===== config.mk =====
export PLATFORM = sky130hd
export DESIGN_NAME = ipl_regs
export DESIGN_NICKNAME = d
export VERILOG_FILES = /design/src/core/ipl_pkg.sv /design/src/core/ipl_field_decode.sv /design/src/core/ipl_regs.sv
export SDC_FILE = /design/constraint.sdc
export NUM_CORES = 1
export LEC_CHECK = 0
export BUFFER_PORTS_ARGS = -buffer_cell sky130_fd_sc_hd__buf_2
export CORE_UTILIZATION = 34
export DETAILED_ROUTE_END_ITERATION = 16
export GPL_TIMING_DRIVEN = 0
export HOLD_SLACK_MARGIN = 0.02
export PLACE_DENSITY = 0.68
export SLEW_MARGIN = 15
export SYNTH_ARGS = -nofsm -noshare
export SYNTH_HDL_FRONTEND = slang
export SYNTH_SLANG_ARGS = --single-unit
export TNS_END_PERCENT = 1

===== constraint.sdc =====
create_clock -name sys_clk -period 1.4 [get_ports sys_clk]
set_input_delay 0.07 -clock sys_clk [delete_from_list [all_inputs] [get_ports sys_clk]]
set_output_delay 0.07 -clock sys_clk [all_outputs]
set_load 0.01 [all_outputs]

===== src/core/ipl_pkg.sv =====
// Package for the interrupt priority level register bank.
// Assumes a 32-bit AXI4-Lite register bus; each register is one aligned word.
package ipl_pkg;

  // Register indices; byte address is four times the index
  localparam logic [3:0] IDX_CAN      = 4'h3;
  localparam logic [3:0] IDX_SER_GPIO = 4'h4;
  localparam logic [3:0] IDX_SER_COMM = 4'h5;
  localparam logic [3:0] IDX_TMR_DEC  = 4'h6;
  localparam logic [3:0] IDX_TIMERS   = 4'h7;
  localparam int         ADDR_LSB     = 2;
  localparam int         IDX_W        = 4;
  localparam int         NUM_REQ      = 22; // Every field in the bank drives one request line

  // Writable bit masks per register; all other bits read zero
  localparam logic [15:0] MASK_CAN      = 16'h03FC;
  localparam logic [15:0] MASK_SER_GPIO = 16'hFC3F;
  localparam logic [15:0] MASK_SER_COMM = 16'h0F3F;
  localparam logic [15:0] MASK_TMR_DEC  = 16'hC00F;
  localparam logic [15:0] MASK_TIMERS   = 16'hC03F;
  localparam logic [15:0] RESET_VALUE   = 16'h0000;

  // Field and bus response encodings
  localparam logic [1:0] FIELD_DISABLED = 2'h0;
  localparam logic [1:0] AXI_OKAY       = 2'h0;
  localparam logic [1:0] AXI_SLVERR     = 2'h2;

  typedef struct packed {
    logic        active;
    logic [1:0]  level;
  } ipl_decoded_type;

  typedef struct packed {
    logic [15:0] can;
    logic [15:0] ser_gpio;
    logic [15:0] ser_comm;
    logic [15:0] tmr_dec;
    logic [15:0] timers;
  } ipl_bank_type;

  typedef struct packed {
    logic        awready;
    logic        wready;
    logic        aw_held;
    logic        w_held;
    logic [IDX_W-1:0] aw_idx;
    logic [31:0] wdata;
    logic [3:0]  wstrb;
    logic        bvalid;
    logic [1:0]  bresp;
    logic        arready;
    logic        rvalid;
    logic [31:0] rdata;
    logic [1:0]  rresp;
    ipl_bank_type bank;
    logic [NUM_REQ-1:0] req_out;
    logic [2*NUM_REQ-1:0] lvl_out;
  } ipl_state_type;

endpackage


===== src/core/ipl_field_decode.sv =====
// Decodes one 2-bit priority field into an enable and a level of 0 to 2.
// Assumes the field comes from the register bank in the same clock domain.
`timescale 1ns/1ps
module ipl_field_decode (
  input  wire logic [1:0]             field,
  output ipl_pkg::ipl_decoded_type    decoded
);
  // Encodings above the disabled code step down by one, so 11 maps to level 2 at most
  always_comb begin
    decoded.active = (field != ipl_pkg::FIELD_DISABLED);
    decoded.level  = decoded.active ? 2'(field - 2'h1) : 2'h0;
  end
endmodule


===== src/core/ipl_regs.sv =====
// Interrupt priority level registers for CAN, serial, GPIO, timer and decoder requests.
// Assumes an AXI4-Lite master on sys_clk and peripheral requests synchronous to sys_clk.
//
// Operation
// - Each 2-bit field decodes 00 as disabled and 01, 10, 11 as levels 0, 1 and 2.
// - No field encoding can place a request above level 2.
// - Every field resets to the disabled code so nothing is forwarded until programmed.
// - Unimplemented bits read as zero and ignore writes.
// - The CAN register holds message buffer 9-8, wake-up 7-6, error 5-4, bus-off 3-2.
// - Offset 4 holds serial port 0 rx-full 15-14, port 1 tx-empty 13-12, port 1 rx-full 11-10.
// - Offset 4 holds I/O port A 5-4, port B 3-2 and port C 1-0.
// - Offset 5 holds comm 1 rx-full 11-10 and rx-error 9-8.
// - Offset 5 holds comm 1 tx-idle 5-4, tx-empty 3-2 and serial port 0 tx-empty 1-0.
// - Offset 6 holds timer C ch0 15-14, decoder index 3-2 and home/watchdog 1-0.
// - Offset 7 holds timer A ch0 15-14 and timer C channels 3, 2, 1 in bits 5-0.
//
// The AXI4-Lite interface to the registers was chosen for this implementation.
`timescale 1ns/1ps
module ipl_regs (
  // Clock and reset
  input  wire logic                       sys_clk,
  input  wire logic                       rst_n,

  // Write address channel
  input  wire logic [31:0]                s_axi_awaddr,
  input  wire logic                       s_axi_awvalid,
  output logic                            s_axi_awready,

  // Write data channel; only the low two byte lanes carry register bits
  input  wire logic [31:0]                s_axi_wdata,
  input  wire logic [3:0]                 s_axi_wstrb,
  input  wire logic                       s_axi_wvalid,
  output logic                            s_axi_wready,

  // Write response channel
  output logic [1:0]                      s_axi_bresp,
  output logic                            s_axi_bvalid,
  input  wire logic                       s_axi_bready,

  // Read address channel
  input  wire logic [31:0]                s_axi_araddr,
  input  wire logic                       s_axi_arvalid,
  output logic                            s_axi_arready,

  // Read data channel; upper half of the word is always zero
  output logic [31:0]                     s_axi_rdata,
  output logic [1:0]                      s_axi_rresp,
  output logic                            s_axi_rvalid,
  input  wire logic                       s_axi_rready,

  // Raw requests in, gated requests and their levels out to arbitration
  input  wire logic [ipl_pkg::NUM_REQ-1:0] periph_req,
  output logic [ipl_pkg::NUM_REQ-1:0]     arb_req,
  output logic [2*ipl_pkg::NUM_REQ-1:0]   arb_level
);

  ipl_pkg::ipl_state_type             state;
  ipl_pkg::ipl_state_type             next_state;
  logic [2*ipl_pkg::NUM_REQ-1:0]      fields;
  ipl_pkg::ipl_decoded_type           dec [ipl_pkg::NUM_REQ];
  logic [ipl_pkg::IDX_W-1:0]          ar_idx;

  // Field behind each request, in request index order; slot i gates periph_req[i]
  // Timer register: timer C channels 1, 2 and 3, then timer A channel 0
  assign fields[1:0]   = state.bank.timers[1:0];
  assign fields[3:2]   = state.bank.timers[3:2];
  assign fields[5:4]   = state.bank.timers[5:4];
  assign fields[7:6]   = state.bank.timers[15:14];

  // Timer and decoder register: home or watchdog, index pulse, timer C channel 0
  assign fields[9:8]   = state.bank.tmr_dec[1:0];
  assign fields[11:10] = state.bank.tmr_dec[3:2];
  assign fields[13:12] = state.bank.tmr_dec[15:14];

  // Serial communication register; bits 7-6 and 15-12 hold nothing
  assign fields[15:14] = state.bank.ser_comm[1:0];
  assign fields[17:16] = state.bank.ser_comm[3:2];
  assign fields[19:18] = state.bank.ser_comm[5:4];
  assign fields[21:20] = state.bank.ser_comm[9:8];
  assign fields[23:22] = state.bank.ser_comm[11:10];

  // Serial peripheral and I/O port register; bits 9-6 hold nothing
  assign fields[25:24] = state.bank.ser_gpio[1:0];
  assign fields[27:26] = state.bank.ser_gpio[3:2];
  assign fields[29:28] = state.bank.ser_gpio[5:4];
  assign fields[31:30] = state.bank.ser_gpio[11:10];
  assign fields[33:32] = state.bank.ser_gpio[13:12];
  assign fields[35:34] = state.bank.ser_gpio[15:14];

  // CAN register: bus-off, error, wake-up, message buffer; all four reach arbitration
  assign fields[37:36] = state.bank.can[3:2];
  assign fields[39:38] = state.bank.can[5:4];
  assign fields[41:40] = state.bank.can[7:6];
  assign fields[43:42] = state.bank.can[9:8];

  assign ar_idx = s_axi_araddr[ipl_pkg::ADDR_LSB +: ipl_pkg::IDX_W];

  // One decoder per request field
  generate
    for (genvar i = 0; i < ipl_pkg::NUM_REQ; i++) begin : g_dec
      ipl_field_decode u_dec (
        .field   (fields[2*i +: 2]),
        .decoded (dec[i])
      );
    end
  endgenerate

  // Read mux; unmapped addresses flagged for an error response
  function automatic logic [16:0] read_word(input ipl_pkg::ipl_bank_type b, input logic [3:0] idx);
    logic [16:0] r;
    r = {1'b1, 16'h0000};
    case (idx)
      ipl_pkg::IDX_CAN:      r = {1'b0, b.can};
      ipl_pkg::IDX_SER_GPIO: r = {1'b0, b.ser_gpio};
      ipl_pkg::IDX_SER_COMM: r = {1'b0, b.ser_comm};
      ipl_pkg::IDX_TMR_DEC:  r = {1'b0, b.tmr_dec};
      ipl_pkg::IDX_TIMERS:   r = {1'b0, b.timers};
      default:               r = {1'b1, 16'h0000};
    endcase
    return r;
  endfunction

  // Byte-lane merge limited to the writable mask
  function automatic logic [15:0] merge(input logic [15:0] old, input logic [31:0] wd,
                                        input logic [3:0] st, input logic [15:0] mask);
    logic [15:0] lanes;
    lanes = {{8{st[1]}}, {8{st[0]}}} & mask;
    return (old & ~lanes) | (wd[15:0] & lanes);
  endfunction

  // Bus slave and register next-state logic
  always_comb begin
    logic [16:0] rd;
    logic        wr_go;
    rd         = read_word(state.bank, ar_idx);
    wr_go      = 1'b0;
    next_state = state;

    // Address and data are taken independently, ready drops once each is held
    if (s_axi_awvalid && state.awready) begin
      next_state.aw_held = 1'b1;
      next_state.aw_idx  = s_axi_awaddr[ipl_pkg::ADDR_LSB +: ipl_pkg::IDX_W];
      next_state.awready = 1'b0;
    end
    if (s_axi_wvalid && state.wready) begin
      next_state.w_held = 1'b1;
      next_state.wdata  = s_axi_wdata;
      next_state.wstrb  = s_axi_wstrb;
      next_state.wready = 1'b0;
    end

    // Commit once both halves are held and the previous response is gone
    if (state.aw_held && state.w_held && !state.bvalid) begin
      wr_go              = 1'b1;
      next_state.aw_held = 1'b0;
      next_state.w_held  = 1'b0;
      next_state.bvalid  = 1'b1;
      next_state.bresp   = ipl_pkg::AXI_OKAY;
      case (state.aw_idx)
        ipl_pkg::IDX_CAN: begin
          // Four CAN fields; bits 1-0 and 15-10 stay zero
          next_state.bank.can = merge(state.bank.can, state.wdata, state.wstrb, ipl_pkg::MASK_CAN);
        end
        ipl_pkg::IDX_SER_GPIO: begin
          // Serial peripheral fields high, I/O port fields low
          next_state.bank.ser_gpio = merge(state.bank.ser_gpio, state.wdata, state.wstrb,
                                           ipl_pkg::MASK_SER_GPIO);
        end
        ipl_pkg::IDX_SER_COMM: begin
          // Receive fields at 11-8, transmit fields at 5-0
          next_state.bank.ser_comm = merge(state.bank.ser_comm, state.wdata, state.wstrb,
                                           ipl_pkg::MASK_SER_COMM);
        end
        ipl_pkg::IDX_TMR_DEC: begin
          // Timer field at the top, decoder fields at the bottom
          next_state.bank.tmr_dec = merge(state.bank.tmr_dec, state.wdata, state.wstrb,
                                          ipl_pkg::MASK_TMR_DEC);
        end
        ipl_pkg::IDX_TIMERS: begin
          // Timer A at the top, three timer C channels at the bottom
          next_state.bank.timers = merge(state.bank.timers, state.wdata, state.wstrb,
                                         ipl_pkg::MASK_TIMERS);
        end
        default: begin
          // Unmapped index: nothing changes, software sees an error answer
          next_state.bresp = ipl_pkg::AXI_SLVERR;
        end
      endcase
    end

    // Response handshake reopens both write channels
    if (state.bvalid && s_axi_bready) begin
      next_state.bvalid  = 1'b0;
      next_state.awready = 1'b1;
      next_state.wready  = 1'b1;
    end

    // Reads: one outstanding, arready low while the answer waits
    if (s_axi_arvalid && state.arready) begin
      next_state.arready = 1'b0;
      next_state.rvalid  = 1'b1;
      next_state.rdata   = {16'h0000, rd[15:0]};
      next_state.rresp   = rd[16] ? ipl_pkg::AXI_SLVERR : ipl_pkg::AXI_OKAY;
    end
    if (state.rvalid && s_axi_rready) begin
      next_state.rvalid  = 1'b0;
      next_state.arready = 1'b1;
    end

    // Registered outputs to arbitration, gated by the field enable
    for (int i = 0; i < ipl_pkg::NUM_REQ; i++) begin
      next_state.req_out[i]       = periph_req[i] & dec[i].active;
      next_state.lvl_out[2*i +: 2] = dec[i].active ? dec[i].level : 2'h0;
    end

    if (!wr_go) begin
      next_state.bank = next_state.bank; // Bank only changes on a committed write
    end
  end

  // State register; every field cleared to disabled at reset
  always_ff @(posedge sys_clk or negedge rst_n) begin
    if (!rst_n) begin
      state               <= '0;
      state.awready       <= 1'b1;
      state.wready        <= 1'b1;
      state.arready       <= 1'b1;
      state.bank.can      <= ipl_pkg::RESET_VALUE;
      state.bank.ser_gpio <= ipl_pkg::RESET_VALUE;
      state.bank.ser_comm <= ipl_pkg::RESET_VALUE;
      state.bank.tmr_dec  <= ipl_pkg::RESET_VALUE;
      state.bank.timers   <= ipl_pkg::RESET_VALUE;
    end else begin
      state <= next_state;
    end
  end

  // Outputs straight from the state flops
  assign s_axi_awready = state.awready;
  assign s_axi_wready  = state.wready;
  assign s_axi_bvalid  = state.bvalid;
  assign s_axi_bresp   = state.bresp;
  assign s_axi_arready = state.arready;
  assign s_axi_rvalid  = state.rvalid;
  assign s_axi_rdata   = state.rdata;
  assign s_axi_rresp   = state.rresp;
  assign arb_req       = state.req_out;
  assign arb_level     = state.lvl_out;

endmodule


Yosys cells after proc, flatten, opt, wreduce, memory -nomap -nowiden
Cells that the tools add are included.

cells by class
  add/sub/neg operators = 22
  $mul = 0
  div/mod/pow operators = 0
  $lt $le $gt $ge = 0
  equality and inequality tests = 10
  shift operators = 0
  multiplexer cells = 35
  bitwise operators = 42
  reduce and logical (&&, ||, !) cells = 42

operators by type and width
  kind                                               number
  bitwise AND 16 bit                                 8
  one-hot mux 17 bit (5 select lines)                1
  bitwise OR 16 bit                                  5
  nonzero test 2 bit                                 28
  two-way mux 2 bit                                  27
  inverter 16 bit                                    3
  subtractor 2 x 1 -> 2 bit (second input constant)  22
  two-way mux 36 bit                                 1
  == test 4 x 3 -> 1 bit (second input constant)     8
  bitwise AND 1 bit                                  22
  bitwise AND 16 x 10 -> 16 bit                      1
  bitwise AND 16 x 12 -> 16 bit                      1
  inverter 10 -> 16 bit                              1
  inverter 12 -> 16 bit                              1
  AND reduction 2 bit                                5
  == test 4 x 2 -> 1 bit (second input constant)     2
  logical AND 1 bit                                  7
  two-way mux 1 bit                                  5
  OR reduction 5 bit                                 1
  two-way mux 3 bit                                  1
  logical NOT 1 bit                                  1

storage, ports and cells
  register bits = 195
  latch bits = 0
  RAM bits = 0
  ROM bits = 0
  memories = 0

Longest topological paths before layout
Gate-level depths: netlist (run 1).

  depth in word-level cells = 5
  gate-level depth with buffers = 6

Modules after synthesis
From an unflattened synthesis (run 1), not the netlist that was laid out.

second synthesis, totals
  cell total of the unflattened synthesis = 585
  area, all modules = 7131.8 um^2

modules (own cells, without submodules)
  module            times used  cells an instance  area each (um^2)  seq. area each (um^2)
  ipl_regs          1           519                6636.4            3932.5
  ipl_field_decode  22          3                  22.5              0.0

Worst setup path after synthesis (run 1)
OpenSTA, ideal clock, no wires.

  path type = register to register
  start = register state, in the netlist s_axi_bvalid
  end = register with a tool-made name
  setup time = 128 ps
  arrival = 1390 ps
  path slack = -117 ps
  cell stages (with the launch flop) = 6
  buffers on the path = 1
  clock period less this slack = 1517 ps
  cell sequence = dfrtp_1 -> and3b_1 -> buf_4 -> and3_4 -> nand3_4 -> mux2_1

RTL lines
  element                   RTL line         RTL
  start: declaration        ipl_regs.sv:57   ipl_pkg::ipl_state_type state;
  start signal: assignment  ipl_regs.sv:234  state <= next_state;

==> results.py, run 1 <==
metrics = {
    "run_status": {
        "status": "complete, but fails checks",
        "violations": "setup timing",
    },
    "synth": {
        "syn_area_per_cell_um2": 13.0,
        "synth_seq_cells": 157,
        "yosys_warnings": 0,
        "seq_area_frac_synth": 0.591,
        "post_synth_num_cell_types": 33,
        "netlist_instances": 513,
        "syn_area_um2": 6660,
    },
    "setup_path": {
        "cp_num_buf_inv": 0,
        "cpPeakStageDelay_ns": 0.42,
        "worstPathRequired_ns": 1.70,
        "cp-startpoint": "state[185]$_DFFE_PN0P_",
        "r2r_cells": 4,
        "reg2reg_from": "state[185]$_DFFE_PN0P_",
        "crit_type": "register to register",
        "worstSetupEndpointType": "register",
        "cp_cell_sequence": "and3b_2, and2b_2, nand3_4, mux2_2",
        "cp-start-kind": "register",
        "critPathMaxFanout": 6,
        "critPathTopFamily": "simple AND/OR/NAND/NOR gates",
        "cp_slowest_cell": "dfrtp_1",
        "r2r_slack_ns": -0.14,
        "crit_cells": 4,
        "crit_arrival_ns": 1.84,
    },
    "sta": {
        "fmax_mhz": 650,
        "maxSlewHeadroom": 0.630,
        "period_minus_slack_ns": 1.54,
        "fin_crit_sh": 1.10,
        "finalSetupViolCount": 40,
        "maxSlewViolCount": 0,
        "tns_ns": -2.48,
        "hold_viol_final": 0,
        "setup_ws_ns": -0.137,
        "tightestPinTransition_ns": 0.555,
        "fin_skew_ns": 0.00841,
        "rsz0062_at_grt": "yes",
    },
    "routing": {
        "vias_per_cell": 4.26,
        "ant_nets": 0,
        "vias": 4346,
        "drc": 0,
        "wl_um": 14800,
        "dr.pass1.iters": 4,
        "wl_per_cell_um": 14.5,
        "drtIter0Drc": 132,
    },
    "floorplanning": {
        "die_area_um2": 20100,
        "die_h_um": 142,
        "initial_core_util": 0.351,
        "fp.dieW_um": 142,
        "io_pins": 236,
        "coreArea_um2": 19000,
        "rows": 50,
    },
    "finish": {
        "fin_area_um2": 9110,
        "area_delta_synth_final_pct": 36.8,
        "final_util": 0.480,
        "fin_nets": 875,
        "antenna_cells": 0,
        "drive_gt1_frac": 0.505,
    },
    "clocking": {
        "tritoncts": "built",
        "cts_buffers": 17,
        "clock-root-buffer": "clkbuf_16",
        "clock-sinks": 157,
        "clock_path_buffers": 2,
        "clk_latency_ns": 0.42,
        "htreeDepth": 4,
        "clk_pin_slew_ns": 0.07,
    },
    "placement": {
        "routabilityCongestion": 0.706,
        "portBuffers": 142,
        "dp_hpwl_um": 10200,
        "placed_cell_area_um2": 7800,
    },
    "global_routing": {
        "grt_pass1_vias": 4387,
        "track_usage": 0.153,
        "overflow": 0,
        "grt_pass1_wl_um": 22800,
        "grt_max_degree": 85,
        "antenna_found_initial": 0,
    },
    "pwr": {
        "powerDensity_nw_per_um2": 1640,
        "p_leak_nw": 4.85,
        "ir_worst_vdd_v": 0.000885,
        "finalPower_mw": 14.9,
    },
    "hold_path": {
        "hp-class": "input port to register",
    },
    "flow_run": {
        "maxCapViolations": 0,
    },
}
[timing repair]
item                                   in CTS  in global routing
setup endpoints to repair                  75                 67
gates resized for setup                    18                 21
buffers inserted                            2                  2
endpoints found under the hold margin     124                  0
hold buffers                               52                  0
pin swaps                                   1                  2
[cells by family after synthesis]
| group | after synthesis | synth area share |
|---|---|---|
| other | 1 | 0.000563 |
| buffers and inverters | 114 | 0.123 |
| multiplexers | 77 | 0.133 |
| AND/OR/NAND/NOR | 106 | 0.0904 |
| flip-flops | 157 | 0.591 |
| AO/OA/AOI/OAI | 58 | 0.0613 |
[worst min-delay path by stage]
stage	slack, ns	cells after the start	endpoint	from
6_report	0.07	3	s_axi_rdata[6]$_DFFE_PN0P_	s_axi_araddr[5]
5_1_grt	0.06	3	s_axi_rdata[6]$_DFFE_PN0P_	s_axi_araddr[5]
4_1_cts	0.05	3	s_axi_rdata[6]$_DFFE_PN0P_	s_axi_araddr[5]
3_5_place_dp	0.08	1	arb_level[19]$_DFF_PN0_	rst_n
3_3_place_gp	0.25	2	s_axi_awready$_DFFE_PN1P_	s_axi_awvalid
2_1_floorplan	-0.23	0	async pin	rst_n
[where the power goes]
part | internal, mW | leakage [nW] | switching, mW | total (mW)
combinational | 2.05 | 2.46 | 1.27 | 3.31
sequential | 5.67 | 2.10 | 1.02 | 6.69
clock | 3.04 | 0.299 | 1.86 | 4.90
[placed cells by master, fill, tap and decap left out, types with 4 or more instances in the layout]
| cell type | Yosys | routed |
|---|---|---|
| o21a_1 | 23 | 23 |
| dfrtp_1 | 154 | 153 |
| clkbuf_16 | 0 | 17 |
| buf_4 | 104 | 107 |
| dlygate4sd3_1 | 0 | 51 |
| bufinv_16 | 0 | 4 |
| o21ai_0 | 14 | 13 |
| nand2_1 | 27 | 24 |
| mux2_2 | 72 | 66 |
| and2_1 | 25 | 24 |
| buf_2 | 2 | 143 |
| a21oi_1 | 6 | 6 |
| inv_1 | 4 | 4 |
| nand2_4 | 0 | 4 |
| nor2b_1 | 29 | 28 |
| clkinv_4 | 0 | 5 |
| nor2_1 | 6 | 4 |
| mux2_4 | 0 | 8 |
| a22o_1 | 8 | 8 |
| conb_1 | 1 | 18 |
[synthesized netlist by cell type]
cell type    n  area, um2
dfrtp_1    154       3850
buf_4      104        781
mux2_2      72        811
nor2b_1     29        181
nand2_1     27        101
and2_1      25        156
o21a_1      23        173
o21ai_0     14       70.1
a22o_1       8       70.1
nand3_1      7       35.0
a21oi_1      6       30.0
nor2_1       6       22.5
clkbuf_1     4       15.0
inv_1        4       15.0
and3b_1      3       26.3
dfstp_2      3       78.8
a222oi_1     2       20.0
a32o_1       2       20.0
buf_2        2       10.0
mux2_1       2       22.5
mux4_2       2       45.0
nand3b_1     2       15.0
nor3b_1      2       15.0
a22oi_1      1       7.51
a32oi_1      1       8.76
and2b_1      1       7.51
and3_4       1       11.3
conb_1       1       3.75
mux2i_1      1       10.0
nand2_2      1       6.26
nand3_4      1       17.5
o22a_1       1       8.76
or3_1        1       6.26
[per-stage QoR]
| stage | worst slack, ns | hold WS, ns | instances |
|---|---|---|---|
| after floorplan | -0.115 | -0.226 | 530 |
| after global placement | -2.15 | 0.254 | 932 |
| after detailed placement | -0.351 | 0.0791 | 933 |
| after CTS | -0.157 | 0.0476 | 1018 |
| after global routing | -0.194 | 0.0630 | 1019 |
| final | -0.137 | 0.0693 | 1019 |
[layer usage]
layer / part of all wire / routed length (um) / GRT usage
met4: 0.012 / 182 / 0.0526
met1: 0.45 / 6670 / 0.191
met5: 0 / 0 / 0
met3: 0.038 / 569 / 0.0381
met2: 0.50 / 7360 / 0.257
[area by class of cell]
class,instances,area (um2)
timing repair buffer,199,1300
sequential,157,3930
tap,260,325
multi-input combinational,259,2090
buffer,108,812
clock buffer,19,443
fill,1714,9850
clock inverter,13,191
inverter,4,15.0
[worst min-delay path, cell delays in order]
cell and delay, ns:
buf_2 0.14, nand3b_1 0.14, o21ai_0 0.09
No activity file was read; power rests on OpenSTA's default activity.
==> run 2: changes to the inputs <==
- PLACE_DENSITY: 0.68 -> 0.66
- clock period: 1.4 -> 2 ns (I/O delays scaled with it)
==> results.py, run 2 (same netlist as run 1, synthesis figures left out) <==
metrics = {
    "clocking": {
        "tritoncts": "built",
        "clk_latency_ns": 0.42,
        "clock-sinks": 157,
        "htreeDepth": 4,
        "clk_pin_slew_ns": 0.06,
        "cts_resized": 0,
        "cts_buffers": 17,
        "clock-root-buffer": "clkbuf_16",
        "cts_hold_buf": 52,
        "post_cts_buffers": 0,
        "clock_path_buffers": 2,
    },
    "setup_path": {
        "cp-startpoint": "s_axi_arready$_DFFE_PN1P_",
        "crit_top_cell": "clkbuf_1",
        "endpoint": "s_axi_rvalid$_DFFE_PN0P_",
        "crit_type": "register to register",
        "worstPathRequired_ns": 2.28,
        "cp_slowest_cell": "clkbuf_1",
        "r2r_slack_ns": 0.31,
        "cp_cell_sequence": "nand2_1, clkbuf_1, clkbuf_1, mux2i_1",
        "critPathMaxFanout": 10,
        "critPathTopFamily": "buffers and inverters",
        "r2r_cells": 4,
        "crit_arrival_ns": 1.97,
        "cp_num_buf_inv": 2,
        "worstSetupEndpointType": "register",
        "crit_cells": 4,
        "reg2reg_from": "s_axi_arready$_DFFE_PN1P_",
        "r2r-end": "s_axi_rvalid$_DFFE_PN0P_",
        "cpPeakStageDelay_ns": 0.51,
        "cp-start-kind": "register",
    },
    "floorplanning": {
        "io_pins": 236,
        "fp.dieW_um": 142,
        "rows": 50,
        "initial_core_util": 0.351,
        "die_h_um": 142,
        "die_area_um2": 20100,
        "coreArea_um2": 19000,
    },
    "placement": {
        "routabilityCongestion": 0.694,
        "portBuffers": 142,
        "dp.cells": 933,
        "dp_hpwl_um": 10000,
    },
    "global_routing": {
        "grt_use_met3": 0.0418,
        "overflow": 0,
        "grt_util_met1": 0.199,
        "grt_pass1_wl_um": 22500,
        "busiest_layer": "met2",
        "track_usage": 0.151,
        "grt_max_degree": 88,
        "met2_usage": 0.242,
        "grt_pass1_vias": 4209,
        "antenna_found_initial": 0,
    },
    "pwr": {
        "switchingPower_mw": 2.80,
        "powerDensity_nw_per_um2": 1150,
        "pwr-share-comb": 0.211,
        "p_clk_frac": 0.337,
        "p_int_mw": 7.44,
        "finalPower_mw": 10.2,
        "p_sw_frac": 0.274,
        "p_leak_nw": 4.73,
        "p_seq_frac": 0.452,
        "ir_worst_vdd_v": 0.000584,
    },
    "sta": {
        "finalSetupViolCount": 0,
        "rsz0062_at_grt": "no",
        "maxSlewViolCount": 0,
        "tightestPinTransition_ns": 0.585,
        "hold_viol_final": 0,
        "fin_crit_sh": 0.844,
        "fin_skew_ns": 0.0102,
        "maxSlewHeadroom": 0.610,
        "holdWs_ns": 0.0827,
        "fmax_mhz": 592,
        "period_minus_slack_ns": 1.69,
    },
    "finish": {
        "layout_common_cells": "dfrtp_1 (154), buf_2 (143), buf_4 (104)",
        "final_common_cell": "dfrtp_1",
        "fin_nets": 873,
        "nFillCells": 1726,
        "area_delta_synth_final_pct": 34.4,
        "drive_gt1_frac": 0.474,
        "antenna_cells": 0,
        "fin_cells": 1017,
        "final_util": 0.472,
    },
    "routing": {
        "wl_per_cell_um": 13.8,
        "vias_per_cell": 4.20,
        "dr.pass1.iters": 4,
        "drtIter0Drc": 116,
        "drc": 0,
        "wl_um": 14100,
        "ant_nets": 0,
        "vias": 4271,
    },
    "flow_run": {
        "maxCapViolations": 0,
    },
    "run_status": {
        "status": "finished, final reports clean",
    },
    "hold_path": {
        "hp-class": "input port to register",
    },
}
run 2: cell count changes in the layout (fill, tap and decap cells not counted), moves of 3 or more:
cell | previous run | this run
nand2_4 | 4 | 0
clkinv_4 | 5 | 2
clkbuf_1 | 2 | 6
mux2_2 | 66 | 72
mux2_4 | 8 | 0
nand2_1 | 24 | 27
buf_4 | 107 | 104
nand3_1 | 3 | 7
run 2: stage by stage:
step | cell area (um2) | setup slack [ns] | setup TNS, ns
finish | 8940 | 0.312 | 0
global route | 8940 | 0.108 | 0
global placement | 7750 | -1.55 | -238.91
CTS | 8940 | 0.231 | 0
detailed placement | 7790 | 0.247 | 0
floorplan | 6720 | 0.483 | 0
run 2: power by group through the flow:
stage	Combinational, mW	Sequential, mW	Clock, mW
after CTS	2.19	4.63	3.53
after detailed placement	2.09	4.69	0
after floorplan	1.51	4.46	0
final	2.16	4.63	3.45
after global placement	2.04	4.67	0
after global routing	2.39	4.76	3.69
run 2: area by class of cell:
class	count	area (um2)	share of cell area
buffer	110	806	0.0901
sequential	157	3930	0.440
inverter	4	15.0	0.00168
clock buffer	20	447	0.0499
timing repair buffer	195	1270	0.142
clock inverter	12	185	0.0207
tap	260	325	0.0364
multi-input combinational	259	1970	0.220
run 2: worst min-delay path: cells and delay by family:
family	cells	cell delay (ns)
AND/OR/NAND/NOR	1	0.13
AO/OA/AOI/OAI	1	0.08
buffers and inverters	1	0.14
run 2: how the worst min path moves through the flow:
| stage | startpoint | to | slack (ns) | cells after the start |
|---|---|---|---|---|
| after CTS | s_axi_araddr[5] | s_axi_rdata[7]$_DFFE_PN0P_ | 0.07 | 3 |
| final | s_axi_araddr[5] | s_axi_rdata[6]$_DFFE_PN0P_ | 0.08 | 3 |
| after floorplan | rst_n | async pin | -0.20 | 0 |
| after global placement | s_axi_awvalid | s_axi_awready$_DFFE_PN1P_ | 0.28 | 2 |
| after detailed placement | rst_n | arb_level[19]$_DFF_PN0_ | 0.09 | 1 |
| after global routing | s_axi_araddr[5] | s_axi_rdata[6]$_DFFE_PN0P_ | 0.09 | 3 |
run 2: metal layers:
metal | wire length, um | share of wire
met2 | 6860 | 0.49
met3 | 515 | 0.037
met1 | 6570 | 0.47
met5 | 0 | 0
met4 | 137 | 0.0097
==> run 3: changes to the inputs <==
- PLACE_DENSITY: 0.66 -> 0.68
- clock period: 2 -> 1.55 ns (I/O delays scaled with it)
==> results.py, run 3 (same netlist as run 1, synthesis figures left out) <==
metrics = {
    "placement": {
        "routabilityCongestion": 0.732,
        "portBuffers": 142,
        "placed_cell_area_um2": 7790,
        "dp.cells": 933,
        "dp_hpwl_um": 10100,
        "place_ws_ns": -0.169,
    },
    "finish": {
        "antenna_cells": 0,
        "fin_nets": 877,
        "nFillCells": 1716,
        "fin_cells": 1021,
        "layout_common_cells": "dfrtp_1 (154), buf_2 (143), buf_4 (108)",
        "fin_area_um2": 9070,
        "drive_gt1_frac": 0.498,
        "final_common_cell": "dfrtp_1",
        "area_delta_synth_final_pct": 36.3,
        "final_util": 0.479,
    },
    "clocking": {
        "clock-sinks": 157,
        "tritoncts": "built",
        "clk_latency_ns": 0.42,
        "clock_path_buffers": 2,
        "htreeDepth": 4,
        "clk_pin_slew_ns": 0.06,
        "clock-root-buffer": "clkbuf_16",
        "cts_buffers": 17,
    },
    "hold_path": {
        "min-delay-start": "s_axi_araddr[5]",
        "holdPathStages": 3,
        "min_to": "s_axi_rdata[7]$_DFFE_PN0P_",
        "hp-class": "input port to register",
    },
    "pwr": {
        "finalPower_mw": 13.6,
        "ir_worst_vdd_v": 0.000788,
        "powerDensity_nw_per_um2": 1500,
        "p_leak_nw": 4.81,
    },
    "routing": {
        "drc": 0,
        "vias_per_cell": 4.28,
        "dr.pass1.iters": 5,
        "wl_um": 14400,
        "ant_nets": 0,
        "wl_per_cell_um": 14.1,
        "drtIter0Drc": 160,
        "vias": 4374,
    },
    "setup_path": {
        "crit_type": "register to register",
        "crit_arrival_ns": 1.88,
        "cpPeakStageDelay_ns": 0.39,
        "cp-start-kind": "register",
        "critPathTopFamily": "simple AND/OR/NAND/NOR gates",
        "cp-startpoint": "state[225]$_DFFE_PN0P_",
        "r2r_cells": 5,
        "r2r_slack_ns": -0.03,
        "cp_slowest_cell": "dfrtp_1",
        "worstPathRequired_ns": 1.85,
        "worstSetupEndpointType": "register",
        "cp_cell_sequence": "and3b_1, buf_6, and3_4, nand2_2, mux2_2",
        "reg2reg_from": "state[225]$_DFFE_PN0P_",
        "critPathMaxFanout": 6,
        "cp_num_buf_inv": 1,
    },
    "sta": {
        "hold_viol_final": 0,
        "maxSlewHeadroom": 0.605,
        "period_minus_slack_ns": 1.58,
        "setup_ws_ns": -0.0258,
        "finalSetupViolCount": 8,
        "fin_crit_sh": 1.02,
        "tns_ns": -0.0854,
        "fmax_mhz": 635,
        "fin_skew_ns": 0.00500,
        "tightestPinTransition_ns": 0.591,
        "rsz0062_at_grt": "yes",
        "maxSlewViolCount": 0,
        "holdWs_ns": 0.0708,
    },
    "floorplanning": {
        "die_h_um": 142,
        "die_area_um2": 20100,
        "initial_core_util": 0.351,
        "rows": 50,
        "fp.dieW_um": 142,
        "io_pins": 236,
        "coreArea_um2": 19000,
    },
    "run_status": {
        "status": "complete, but fails checks",
        "violations": "setup timing",
    },
    "flow_run": {
        "maxCapViolations": 0,
    },
    "global_routing": {
        "overflow": 0,
        "track_usage": 0.155,
        "grt_max_degree": 99,
        "grt_pass1_wl_um": 23000,
        "grt_pass1_vias": 4414,
        "antenna_found_initial": 0,
    },
}
==> run 3: repair_timing <==
item | in CTS | in global routing
gates resized for setup | 8 | 13
setup endpoints to repair | 62 | 52
setup buffers | 0 | 5
gates cloned | 0 | 0
hold endpoints to repair | 110 | 0
hold buffers | 51 | 0
==> run 3: tightest hold or removal path, cell delays in order <==
cell	delay [ns]
buf_2	0.14
nand3b_1	0.14
o21ai_0	0.09
==> run 3: where the power goes <==
part / internal [mW] / switching (mW) / total (mW)
sequential: 5.12 / 0.875 / 6.00
combinational: 1.80 / 1.12 / 2.92
clock: 3.07 / 1.62 / 4.68
==> run 3: layout make-up <==
class                           count  area (um2)  share of cell area
Sequential cell                   157        3930               0.433
Multi-Input combinational cell    259        2020               0.223
Timing Repair Buffer              199        1300               0.143
Buffer                            110         816              0.0899
Clock buffer                       21         450              0.0496
Tap cell                          260         325              0.0359
Clock inverter                     11         218              0.0240
Inverter                            4        15.0             0.00165
==> run 3: worst max-delay path by stage <==
stage / to / slack (ns) / depth (start not counted)
after floorplan: register / 0.03 / 5
after detailed placement: s_axi_rvalid$_DFFE_PN0P_ / -0.17 / 4
after global placement: arb_req[6]$_DFF_PN0_ / -1.97 / 1
final: register / -0.03 / 5
after CTS: register / -0.1 / 4
after global routing: register / -0.09 / 5
==> run 3: metal layers <==
layer  vias to the layer above  track usage  share of wire
met4                         0       0.0560          0.011
met3                        13       0.0388          0.039
li1                       2092            -              -
met1                      2157        0.194           0.45
met5                         -            0              0
met2                       112        0.258           0.50
